<file path="config.mk">
export PLATFORM = sky130hd
export DESIGN_NAME = sdsc_core
export DESIGN_NICKNAME = d
export VERILOG_FILES = /design/src/rtl/sdsc_pkg.sv /design/src/rtl/sdsc_core.sv /design/src/rtl/sdsc_lfsr.sv
export SDC_FILE = /design/constraint.sdc
export NUM_CORES = 1
export LEC_CHECK = 0
export BUFFER_PORTS_ARGS = -buffer_cell sky130_fd_sc_hd__buf_2
export CORE_MARGIN = 5
export CORE_UTILIZATION = 60
export CTS_BUF_LIST = sky130_fd_sc_hd__clkbuf_2 sky130_fd_sc_hd__clkbuf_4 sky130_fd_sc_hd__clkbuf_8
export DETAILED_ROUTE_END_ITERATION = 8
export PLACE_DENSITY_LB_ADDON = 0.05
export SYNTH_ARGS = -nofsm -noshare
export SYNTH_HDL_FRONTEND = slang
export SYNTH_SLANG_ARGS = --single-unit
</file>
<file path="constraint.sdc">
create_clock -name clk_sys_i -period 5.75 [get_ports clk_sys_i]
set_input_delay 0.8625 -clock clk_sys_i [delete_from_list [all_inputs] [get_ports clk_sys_i]]
set_output_delay 0.8625 -clock clk_sys_i [all_outputs]
set_load 0.005 [all_outputs]
</file>
<file path="src/rtl/sdsc_pkg.sv">
// sdsc_pkg: constants and types for the sigma-delta config/shuffler block
// assumes: 10-bit register addresses, 8-bit register data
package sdsc_pkg;

  localparam int unsigned ADDR_W = 10;
  localparam int unsigned DATA_W = 8;

  // register offsets
  localparam logic [ADDR_W-1:0] OFS_LOWER_MARGIN = 10'h107;
  localparam logic [ADDR_W-1:0] OFS_UPPER_MARGIN = 10'h108;
  localparam logic [ADDR_W-1:0] OFS_CENTER_OFFSET = 10'h109;
  localparam logic [ADDR_W-1:0] OFS_FB_FULL_SCALE = 10'h10a;
  localparam logic [ADDR_W-1:0] OFS_THR_FAST = 10'h342;
  localparam logic [ADDR_W-1:0] OFS_THR_SLOW = 10'h343;

  // reset values
  localparam logic [DATA_W-1:0] RST_LOWER_MARGIN = 8'h05;
  localparam logic [DATA_W-1:0] RST_UPPER_MARGIN = 8'h05;
  localparam logic [DATA_W-1:0] RST_CENTER_OFFSET = 8'h00;
  localparam logic [DATA_W-1:0] RST_FB_FULL_SCALE = 8'h40;
  localparam logic [DATA_W-1:0] RST_THR_FAST = 8'hf5;
  localparam logic [DATA_W-1:0] RST_THR_SLOW = 8'hff;

  // threshold nibble fields
  localparam int unsigned NIB_LO = 0;
  localparam int unsigned NIB_HI = 4;
  localparam logic [3:0] THR_OFF = 4'hf;
  localparam logic [3:0] THR_ALWAYS = 4'h0;
  localparam logic [3:0] QMAG_MAX = 4'h8;

  // feedback current: 4 mA times code over 64, in microamps
  localparam int unsigned FS_MAX_UA = 4000;
  localparam int unsigned FS_CODE_DIV = 64;
  localparam int unsigned FS_UA_W = 14;

  // quantizer and elements
  localparam int unsigned QCODE_W = 5;
  localparam int unsigned N_ELEM = 16;
  localparam int unsigned ROT_W = 4;
  localparam logic [QCODE_W-1:0] QCODE_OFS = 5'h08;

  // shuffler hold time after falling below threshold, in clocks
  localparam int unsigned HOLD_CYCLES = 16;

  typedef enum logic [2:0] {
    RATE_OFF,
    RATE_DIV1,
    RATE_DIV2,
    RATE_DIV3,
    RATE_DIV4
  } sdsc_rate_e;

  typedef struct packed {
    logic [DATA_W-1:0] lower;
    logic [DATA_W-1:0] upper;
    logic [DATA_W-1:0] center;
  } sdsc_margin_s;

  typedef struct packed {
    sdsc_rate_e rate;
    logic [3:0] thr;
  } sdsc_shuf_cfg_s;

endpackage : sdsc_pkg

</file>
<file path="src/rtl/sdsc_core.sv">
// sdsc_core: configuration registers and adaptive element shuffler
// assumes: register port and quantizer code on clk_sys_i, sync reset
`timescale 1ns/100ps
module sdsc_core
  import sdsc_pkg::*;
#(
  parameter int unsigned HOLD = HOLD_CYCLES
) (
  input wire logic clk_sys_i,
  input wire logic sys_rst_i,
  input wire logic [ADDR_W-1:0] reg_addr_i,
  input wire logic reg_wr_i,
  input wire logic [DATA_W-1:0] reg_wdata_i,
  input wire logic reg_rd_i,
  output logic [DATA_W-1:0] reg_rdata_o,
  output logic reg_rvalid_o,
  input wire logic signed [QCODE_W-1:0] qcode_i,
  output logic [N_ELEM-1:0] elem_sel_o,
  output logic shuffle_active_o,
  output sdsc_margin_s margin_o,
  output logic [DATA_W-1:0] fb_fs_code_o,
  output logic [FS_UA_W-1:0] fb_fs_ua_o
);

  // hold counter is 16 bits wide
  if (HOLD < 1 || HOLD > 65535) begin : g_hold_chk
    $error("sdsc_core: HOLD must be 1..65535");
  end

  localparam int unsigned HOLD_W = 16;
  localparam logic [HOLD_W-1:0] HOLD_LOAD = HOLD_W'(HOLD);

  // registers
  logic [DATA_W-1:0] lower_edge_margin_ff;
  logic [DATA_W-1:0] upper_edge_margin_ff;
  logic [DATA_W-1:0] center_resonator_offset_ff;
  logic [DATA_W-1:0] feedback_current_full_scale_ff;
  logic [DATA_W-1:0] shuffle_threshold_fast_rates_ff;
  logic [DATA_W-1:0] shuffle_threshold_slow_rates_ff;
  logic [DATA_W-1:0] rdata_ff;
  logic rvalid_ff;

  always_ff @(posedge clk_sys_i) begin
    if (sys_rst_i) begin
      lower_edge_margin_ff <= RST_LOWER_MARGIN;
      upper_edge_margin_ff <= RST_UPPER_MARGIN;
      center_resonator_offset_ff <= RST_CENTER_OFFSET;
      feedback_current_full_scale_ff <= RST_FB_FULL_SCALE;
      shuffle_threshold_fast_rates_ff <= RST_THR_FAST;
      shuffle_threshold_slow_rates_ff <= RST_THR_SLOW;
    end else if (reg_wr_i) begin
      if (reg_addr_i == OFS_LOWER_MARGIN) begin
        lower_edge_margin_ff <= reg_wdata_i;
      end else if (reg_addr_i == OFS_UPPER_MARGIN) begin
        upper_edge_margin_ff <= reg_wdata_i;
      end else if (reg_addr_i == OFS_CENTER_OFFSET) begin
        center_resonator_offset_ff <= reg_wdata_i;
      end else if (reg_addr_i == OFS_FB_FULL_SCALE) begin
        feedback_current_full_scale_ff <= reg_wdata_i;
      end else if (reg_addr_i == OFS_THR_FAST) begin
        shuffle_threshold_fast_rates_ff <= reg_wdata_i;
      end else if (reg_addr_i == OFS_THR_SLOW) begin
        shuffle_threshold_slow_rates_ff <= reg_wdata_i;
      end
    end
  end

  // read port, one cycle latency, unmapped reads zero
  logic [DATA_W-1:0] nxt_rdata;

  always_comb begin
    if (reg_addr_i == OFS_LOWER_MARGIN) begin
      nxt_rdata = lower_edge_margin_ff;
    end else if (reg_addr_i == OFS_UPPER_MARGIN) begin
      nxt_rdata = upper_edge_margin_ff;
    end else if (reg_addr_i == OFS_CENTER_OFFSET) begin
      nxt_rdata = center_resonator_offset_ff;
    end else if (reg_addr_i == OFS_FB_FULL_SCALE) begin
      nxt_rdata = feedback_current_full_scale_ff;
    end else if (reg_addr_i == OFS_THR_FAST) begin
      nxt_rdata = shuffle_threshold_fast_rates_ff;
    end else if (reg_addr_i == OFS_THR_SLOW) begin
      nxt_rdata = shuffle_threshold_slow_rates_ff;
    end else begin
      nxt_rdata = '0;
    end
  end

  always_ff @(posedge clk_sys_i) begin
    if (sys_rst_i) begin
      rdata_ff <= '0;
      rvalid_ff <= 1'b0;
    end else begin
      rvalid_ff <= reg_rd_i;
      if (reg_rd_i) begin
        rdata_ff <= nxt_rdata;
      end
    end
  end

  assign reg_rdata_o = rdata_ff;
  assign reg_rvalid_o = rvalid_ff;
  assign margin_o = '{lower: lower_edge_margin_ff,
                      upper: upper_edge_margin_ff,
                      center: center_resonator_offset_ff};
  assign fb_fs_code_o = feedback_current_full_scale_ff;

  // full-scale current in microamps, code taken as unsigned
  logic [FS_UA_W-1:0] fs_ua_ff;
  logic [23:0] fs_prod;

  always_comb begin
    fs_prod = 24'(FS_MAX_UA) * 24'(feedback_current_full_scale_ff);
  end

  always_ff @(posedge clk_sys_i) begin
    if (sys_rst_i) begin
      fs_ua_ff <= '0;
    end else begin
      fs_ua_ff <= FS_UA_W'(fs_prod / 24'(FS_CODE_DIV));
    end
  end

  assign fb_fs_ua_o = fs_ua_ff;

  // pick rate and threshold from the first nibble not 0xF
  function automatic sdsc_shuf_cfg_s decode_cfg(
    input logic [DATA_W-1:0] fast,
    input logic [DATA_W-1:0] slow
  );
    sdsc_shuf_cfg_s c;
    c.rate = RATE_OFF;
    c.thr = THR_OFF;
    if (fast[NIB_LO +: 4] != THR_OFF) begin
      c.rate = RATE_DIV1;
      c.thr = fast[NIB_LO +: 4];
    end else if (fast[NIB_HI +: 4] != THR_OFF) begin
      c.rate = RATE_DIV2;
      c.thr = fast[NIB_HI +: 4];
    end else if (slow[NIB_LO +: 4] != THR_OFF) begin
      c.rate = RATE_DIV3;
      c.thr = slow[NIB_LO +: 4];
    end else if (slow[NIB_HI +: 4] != THR_OFF) begin
      c.rate = RATE_DIV4;
      c.thr = slow[NIB_HI +: 4];
    end
    return c;
  endfunction : decode_cfg

  sdsc_shuf_cfg_s cfg;

  always_comb begin
    cfg = decode_cfg(shuffle_threshold_fast_rates_ff,
                     shuffle_threshold_slow_rates_ff);
  end

  // rate divider: one-cycle enable every 1..4 clocks
  logic [1:0] div_ff;
  logic [1:0] div_last;
  logic rate_tick;

  always_comb begin
    case (cfg.rate)
      RATE_DIV2: div_last = 2'd1;
      RATE_DIV3: div_last = 2'd2;
      RATE_DIV4: div_last = 2'd3;
      default: div_last = 2'd0;
    endcase
  end

  always_ff @(posedge clk_sys_i) begin
    if (sys_rst_i) begin
      div_ff <= '0;
    end else if (div_ff >= div_last) begin
      div_ff <= '0;
    end else begin
      div_ff <= div_ff + 2'd1;
    end
  end

  assign rate_tick = (cfg.rate != RATE_OFF) && (div_ff >= div_last);

  // quantizer magnitude, clamped to 8
  logic [QCODE_W-1:0] qabs;
  logic [3:0] qmag;
  logic trigger;

  always_comb begin
    qabs = qcode_i[QCODE_W-1] ? QCODE_W'(-qcode_i) : qcode_i;
    qmag = (qabs > QCODE_W'(QMAG_MAX)) ? QMAG_MAX : qabs[3:0];
  end

  // compared every clock
  always_comb begin
    if (cfg.rate == RATE_OFF) begin
      trigger = 1'b0;
    end else if (cfg.thr == THR_ALWAYS) begin
      trigger = 1'b1;
    end else begin
      trigger = (qmag >= cfg.thr);
    end
  end

  // hold counter keeps shuffling after signal drops
  logic [HOLD_W-1:0] hold_ff;
  logic active;

  always_ff @(posedge clk_sys_i) begin
    if (sys_rst_i) begin
      hold_ff <= '0;
    end else if (trigger) begin
      hold_ff <= HOLD_LOAD;
    end else if (hold_ff != '0) begin
      hold_ff <= hold_ff - HOLD_W'(1);
    end
  end

  assign active = trigger || (hold_ff != '0);

  logic active_ff;

  always_ff @(posedge clk_sys_i) begin
    if (sys_rst_i) begin
      active_ff <= 1'b0;
    end else begin
      active_ff <= active;
    end
  end

  assign shuffle_active_o = active_ff;

  // pseudorandom rotation source
  logic [15:0] rnd;
  logic step;

  assign step = active && rate_tick;

  sdsc_lfsr #(
    .WIDTH(16)
  ) u_lfsr (
    .clk_sys_i(clk_sys_i),
    .sys_rst_i(sys_rst_i),
    .step_i(step),
    .value_o(rnd)
  );

  logic [ROT_W-1:0] rot_ff;

  always_ff @(posedge clk_sys_i) begin
    if (sys_rst_i) begin
      rot_ff <= '0;
    end else if (!active) begin
      rot_ff <= '0;
    end else if (rate_tick) begin
      rot_ff <= rnd[ROT_W-1:0];
    end
  end

  // thermometer of unit elements rotated by the current offset
  function automatic logic [N_ELEM-1:0] rotl(
    input logic [N_ELEM-1:0] v,
    input logic [ROT_W-1:0] r
  );
    logic [2*N_ELEM-1:0] d;
    d = {v, v} << r;
    return d[2*N_ELEM-1 -: N_ELEM];
  endfunction : rotl

  logic [QCODE_W-1:0] level;
  logic [N_ELEM:0] therm;
  logic [N_ELEM-1:0] elem_ff;

  always_comb begin
    level = qcode_i + QCODE_OFS;
    if (qcode_i[QCODE_W-1] && qabs > QCODE_W'(QMAG_MAX)) begin
      level = '0;
    end else if (!qcode_i[QCODE_W-1] && qabs > QCODE_W'(QMAG_MAX)) begin
      level = QCODE_W'(N_ELEM);
    end
    therm = (N_ELEM+1)'((17'h1 << level) - 17'h1);
  end

  always_ff @(posedge clk_sys_i) begin
    if (sys_rst_i) begin
      elem_ff <= '0;
    end else begin
      elem_ff <= rotl(therm[N_ELEM-1:0], active ? rot_ff : '0);
    end
  end

  assign elem_sel_o = elem_ff;

endmodule : sdsc_core

</file>
<file path="src/rtl/sdsc_lfsr.sv">
// sdsc_lfsr: galois lfsr giving pseudorandom rotation values
// assumes: same clock and synchronous reset as the parent
`timescale 1ns/100ps
module sdsc_lfsr #(
  parameter int unsigned WIDTH = 16,
  parameter logic [15:0] TAPS = 16'hb400,
  parameter logic [15:0] SEED = 16'hace1
) (
  input wire logic clk_sys_i,
  input wire logic sys_rst_i,
  input wire logic step_i,
  output logic [WIDTH-1:0] value_o
);

  // refuse widths the tap mask cannot serve
  if (WIDTH != 16) begin : g_width_chk
    $error("sdsc_lfsr: WIDTH must be 16");
  end

  logic [WIDTH-1:0] state_ff;
  logic [WIDTH-1:0] nxt_state;

  always_comb begin
    nxt_state = {1'b0, state_ff[WIDTH-1:1]};
    if (state_ff[0]) begin
      nxt_state = nxt_state ^ TAPS;
    end
  end

  // advances only when stepped
  always_ff @(posedge clk_sys_i) begin
    if (sys_rst_i) begin
      state_ff <= SEED;
    end else if (step_i) begin
      state_ff <= nxt_state;
    end
  end

  assign value_o = state_ff;

endmodule : sdsc_lfsr

</file>
==> impl_results.md <==
* Final-report hold violation count at 0
* Wirelength, routed at about 19000 microns
* Average cell area after synthesis at approximately 8.6 sq um
* TritonCTS Buffers at 17
* GR peak layer: met2
* Core Area at around 13000 sq um
* Worst endpoint required time at 6.12 ns
* Met3 GRT Util at 0.0476
* Initial antenna violation count at 0
* Syn nets at 985
* ANT cells at 0
* CTS Root Cell: clkbuf_8
* Slew margin rel. at 0.377
* Num Clock Sinks at around 130
* CTS tree: built
* Final Skew at about 0.016 ns
* Post-CTS Setup Repair Bufs at 0
* Post-layout util at 0.683
* Worst vdd ir at between 0.4 and 0.5 mV
* Die ar. at ~15000 sq um
* Tightest Pin Transition at between 0.9 and 1 ns
* Setup CP Type: input port to register
* Placement Cell Area at slightly above 8000 sq um
* CP arrival at about 5.0 ns
* CP max FO at 15
* Commonest non-fill, non-tap cells in the layout: 126 x dfxtp_1, 108 x nor2_1, 98 x nand2_1, 98 x buf_2, 46 x ha_1
* Pin count of the biggest net entering global routing at 54
* Largest area contributor in the netlist: dfxtp_1
* Tot GR Track Use at 0.262
* Detail Placement HPWL at roughly 15000 microns
* Setup TNS at 0 ns
* Outcome: finished, final reports clean
* Initial Util at 0.611
* Commonest non-fill, non-tap cell in the layout: dfxtp_1
* Pwr Density at about 380 nW/um^2
* Reg clk slew, reported paths at ~0.08 ns
* Setup violators final at 0
* Synthesized cell area at 7670 sq um
* Netlist cell types at between 70 and 80
* Post-synthesis sequential area ratio at 0.329
* Max clock buf depth at 2
* Via count at slightly below 7000
* RSZ-0062 raised after global routing: no
* Slew Viols, Final at 0
* Routed WL per cell at ~17 microns
* Met1 usage at 0.330
* Nets at approximately 1100
* Post-CTS sizing at 0
* Latest clock arrival within the worst-skew pair at between 0.4 and 0.5 ns
* Detail Route Antenna Nets at 0
* # IOs at between 90 and 100
* Final instance area at between 8000 and 9000 sq um
* Static Leakage at roughly 0.0038 uW
* Mapped Cells at slightly below 900
* Max-cap violations at 0
* # port buffers at just under 100
* Ys async rst share at 0
* DRT iter0 DRCs at 511
* Die H at about 120 microns
* Number of flops mapped to enable cells by yosys at 0
* Area growth from synthesis to layout at 11.9%
* Vias/cell at approximately 6.0
* Yosys top cell area share at 0.329
* Synth Flop Type: dfxtp_1
* First-pass GRT wire length at around 32000 microns
* Fin crit share at 0.801
* Met2 Use GR at 0.439
* # H-tree levels at 4
* Filler instances at around 1000
* Pre-Repair DR Iteration Count at 6
* Flops & latches, synth at about 130
* Worst Setup Start Kind: input port
* Final worst path period need at around 4.6 ns
* Cell Rows at 41
* Worst Hold Class: register to register
* Overflow after GRT at 0
* RePlAce Congestion at 0.938
* Max Clk Rate at 217 MHz
* Drt drc at 0
* Worst Setup End Kind: register
* Synth area leaders: dfxtp_1 33%, ha_1 7.5%, fa_1 5.7%, mux2i_1 5.3%, nor2_1 5.3%
* Die X at 123 microns
* Syn. warnings at 0
* Share of cells above drive strength 1 at 0.176
* Vias in the first global route at approximately 6500
* Hold_buf cts at 0
## worst max-delay path: stages
cell,delay (ns)
buf_2,0.20
inv_1,0.13
ha_1,0.25
o21a_1,0.19
nor2_1,0.11
a31oi_1,0.09
nand2b_1,0.10
o21ai_0,0.08
a21oi_1,0.15
ha_1,0.25
a2111oi_0,0.60
o211ai_1,0.25
a41oi_4,0.32
or2_1,0.58
nand2_1,0.27
o22ai_2,0.22
nor3_1,0.07
a211oi_1,0.26
## cells in the mapped netlist, types with 6 or more instances
library cell	instances
a21oi_1	45
nand2_1	98
a311oi_1	7
nor2b_1	12
fa_1	22
inv_1	37
mux2i_1	41
a31oi_1	6
nand3_1	27
nor3_1	23
buf_2	8
a22oi_1	11
nor2_1	108
o21ai_0	26
or3_1	6
dfxtp_1	126
a211oi_1	9
o21ai_1	9
mux2_2	7
clkbuf_1	32
xnor2_1	17
xor2_1	12
o22ai_1	22
nand2b_1	8
o211ai_1	6
ha_1	46
nand3b_1	17
a222oi_1	6
## kinds of logic after synthesis
logic type | after synthesis | share of synthesized area
simple gates | 346 | 0.221
mux | 50 | 0.0677
compound gates | 187 | 0.170
xor+xnor | 29 | 0.0331
fa+ha+maj | 68 | 0.132
flops | 126 | 0.329
buf+inv | 84 | 0.0468
## state kept, by name, summed over array words and instances, names as in the netlist
signal and cells:
center_resonator_offset_ff 8, div_ff 2, elem_sel_o 16, fb_fs_code_o 8, fb_fs_ua_o 14, hold_ff 16, lower_edge_margin_ff 8, reg_rdata_o 8
reg_rvalid_o 1, rot_ff 4, shuffle_active_o 1, shuffle_threshold_fast_rates_ff 8, shuffle_threshold_slow_rates_ff 8, u_lfsr.value_o 16, upper_edge_margin_ff 8
## metal layers
| metal | up-vias | share of wire |
|---|---|---|
| met2 | 242 | 0.48 |
| met1 | 3266 | 0.42 |
| met3 | 51 | 0.066 |
| met4 | 0 | 0.031 |
| li1 | 3305 | - |
| met5 | - | 0 |
## layout make-up
cell class,count,area (sq um),area share
timing repair buffer,100,505,0.0589
inverter,37,139,0.0162
tap,172,215,0.0251
clock inverter,11,141,0.0165
clock buffer,20,269,0.0313
sequential,126,2520,0.294
multi-input combinational,680,4790,0.558
## report_power, final
group          internal (uW)  switching, uW
Sequential              1040            110
Clock                    451            349
Combinational            520            796
## final timing paths
path                           from           endpoint  slack, ns  depth (start not counted)
setup reg to reg    fb_fs_code_o[2]     fb_fs_ua_o[13]       1.17                         14
hold / removal    u_lfsr.value_o[9]  u_lfsr.value_o[8]       0.46                          2
setup / recovery         qcode_i[1]     elem_sel_o[13]       1.14                         18
hold reg to reg   u_lfsr.value_o[9]  u_lfsr.value_o[8]       0.46                          2
## metrics by stage
| stage | cells | power [uW] | setup WS, ns | hold WS (ns) |
|---|---|---|---|---|
| finish | 1146 | 3270 | 1.14 | 0.459 |
| floorplan | 890 | 2150 | 1.48 | 0.425 |
| detailed placement | 1115 | 2480 | 0.732 | 0.454 |
| global placement | 1115 | 2430 | 0.925 | 0.437 |
| global route | 1146 | 3500 | 0.608 | 0.481 |
| CTS | 1146 | 3280 | 1.14 | 0.465 |
Power figures use the tool's default switching activity.
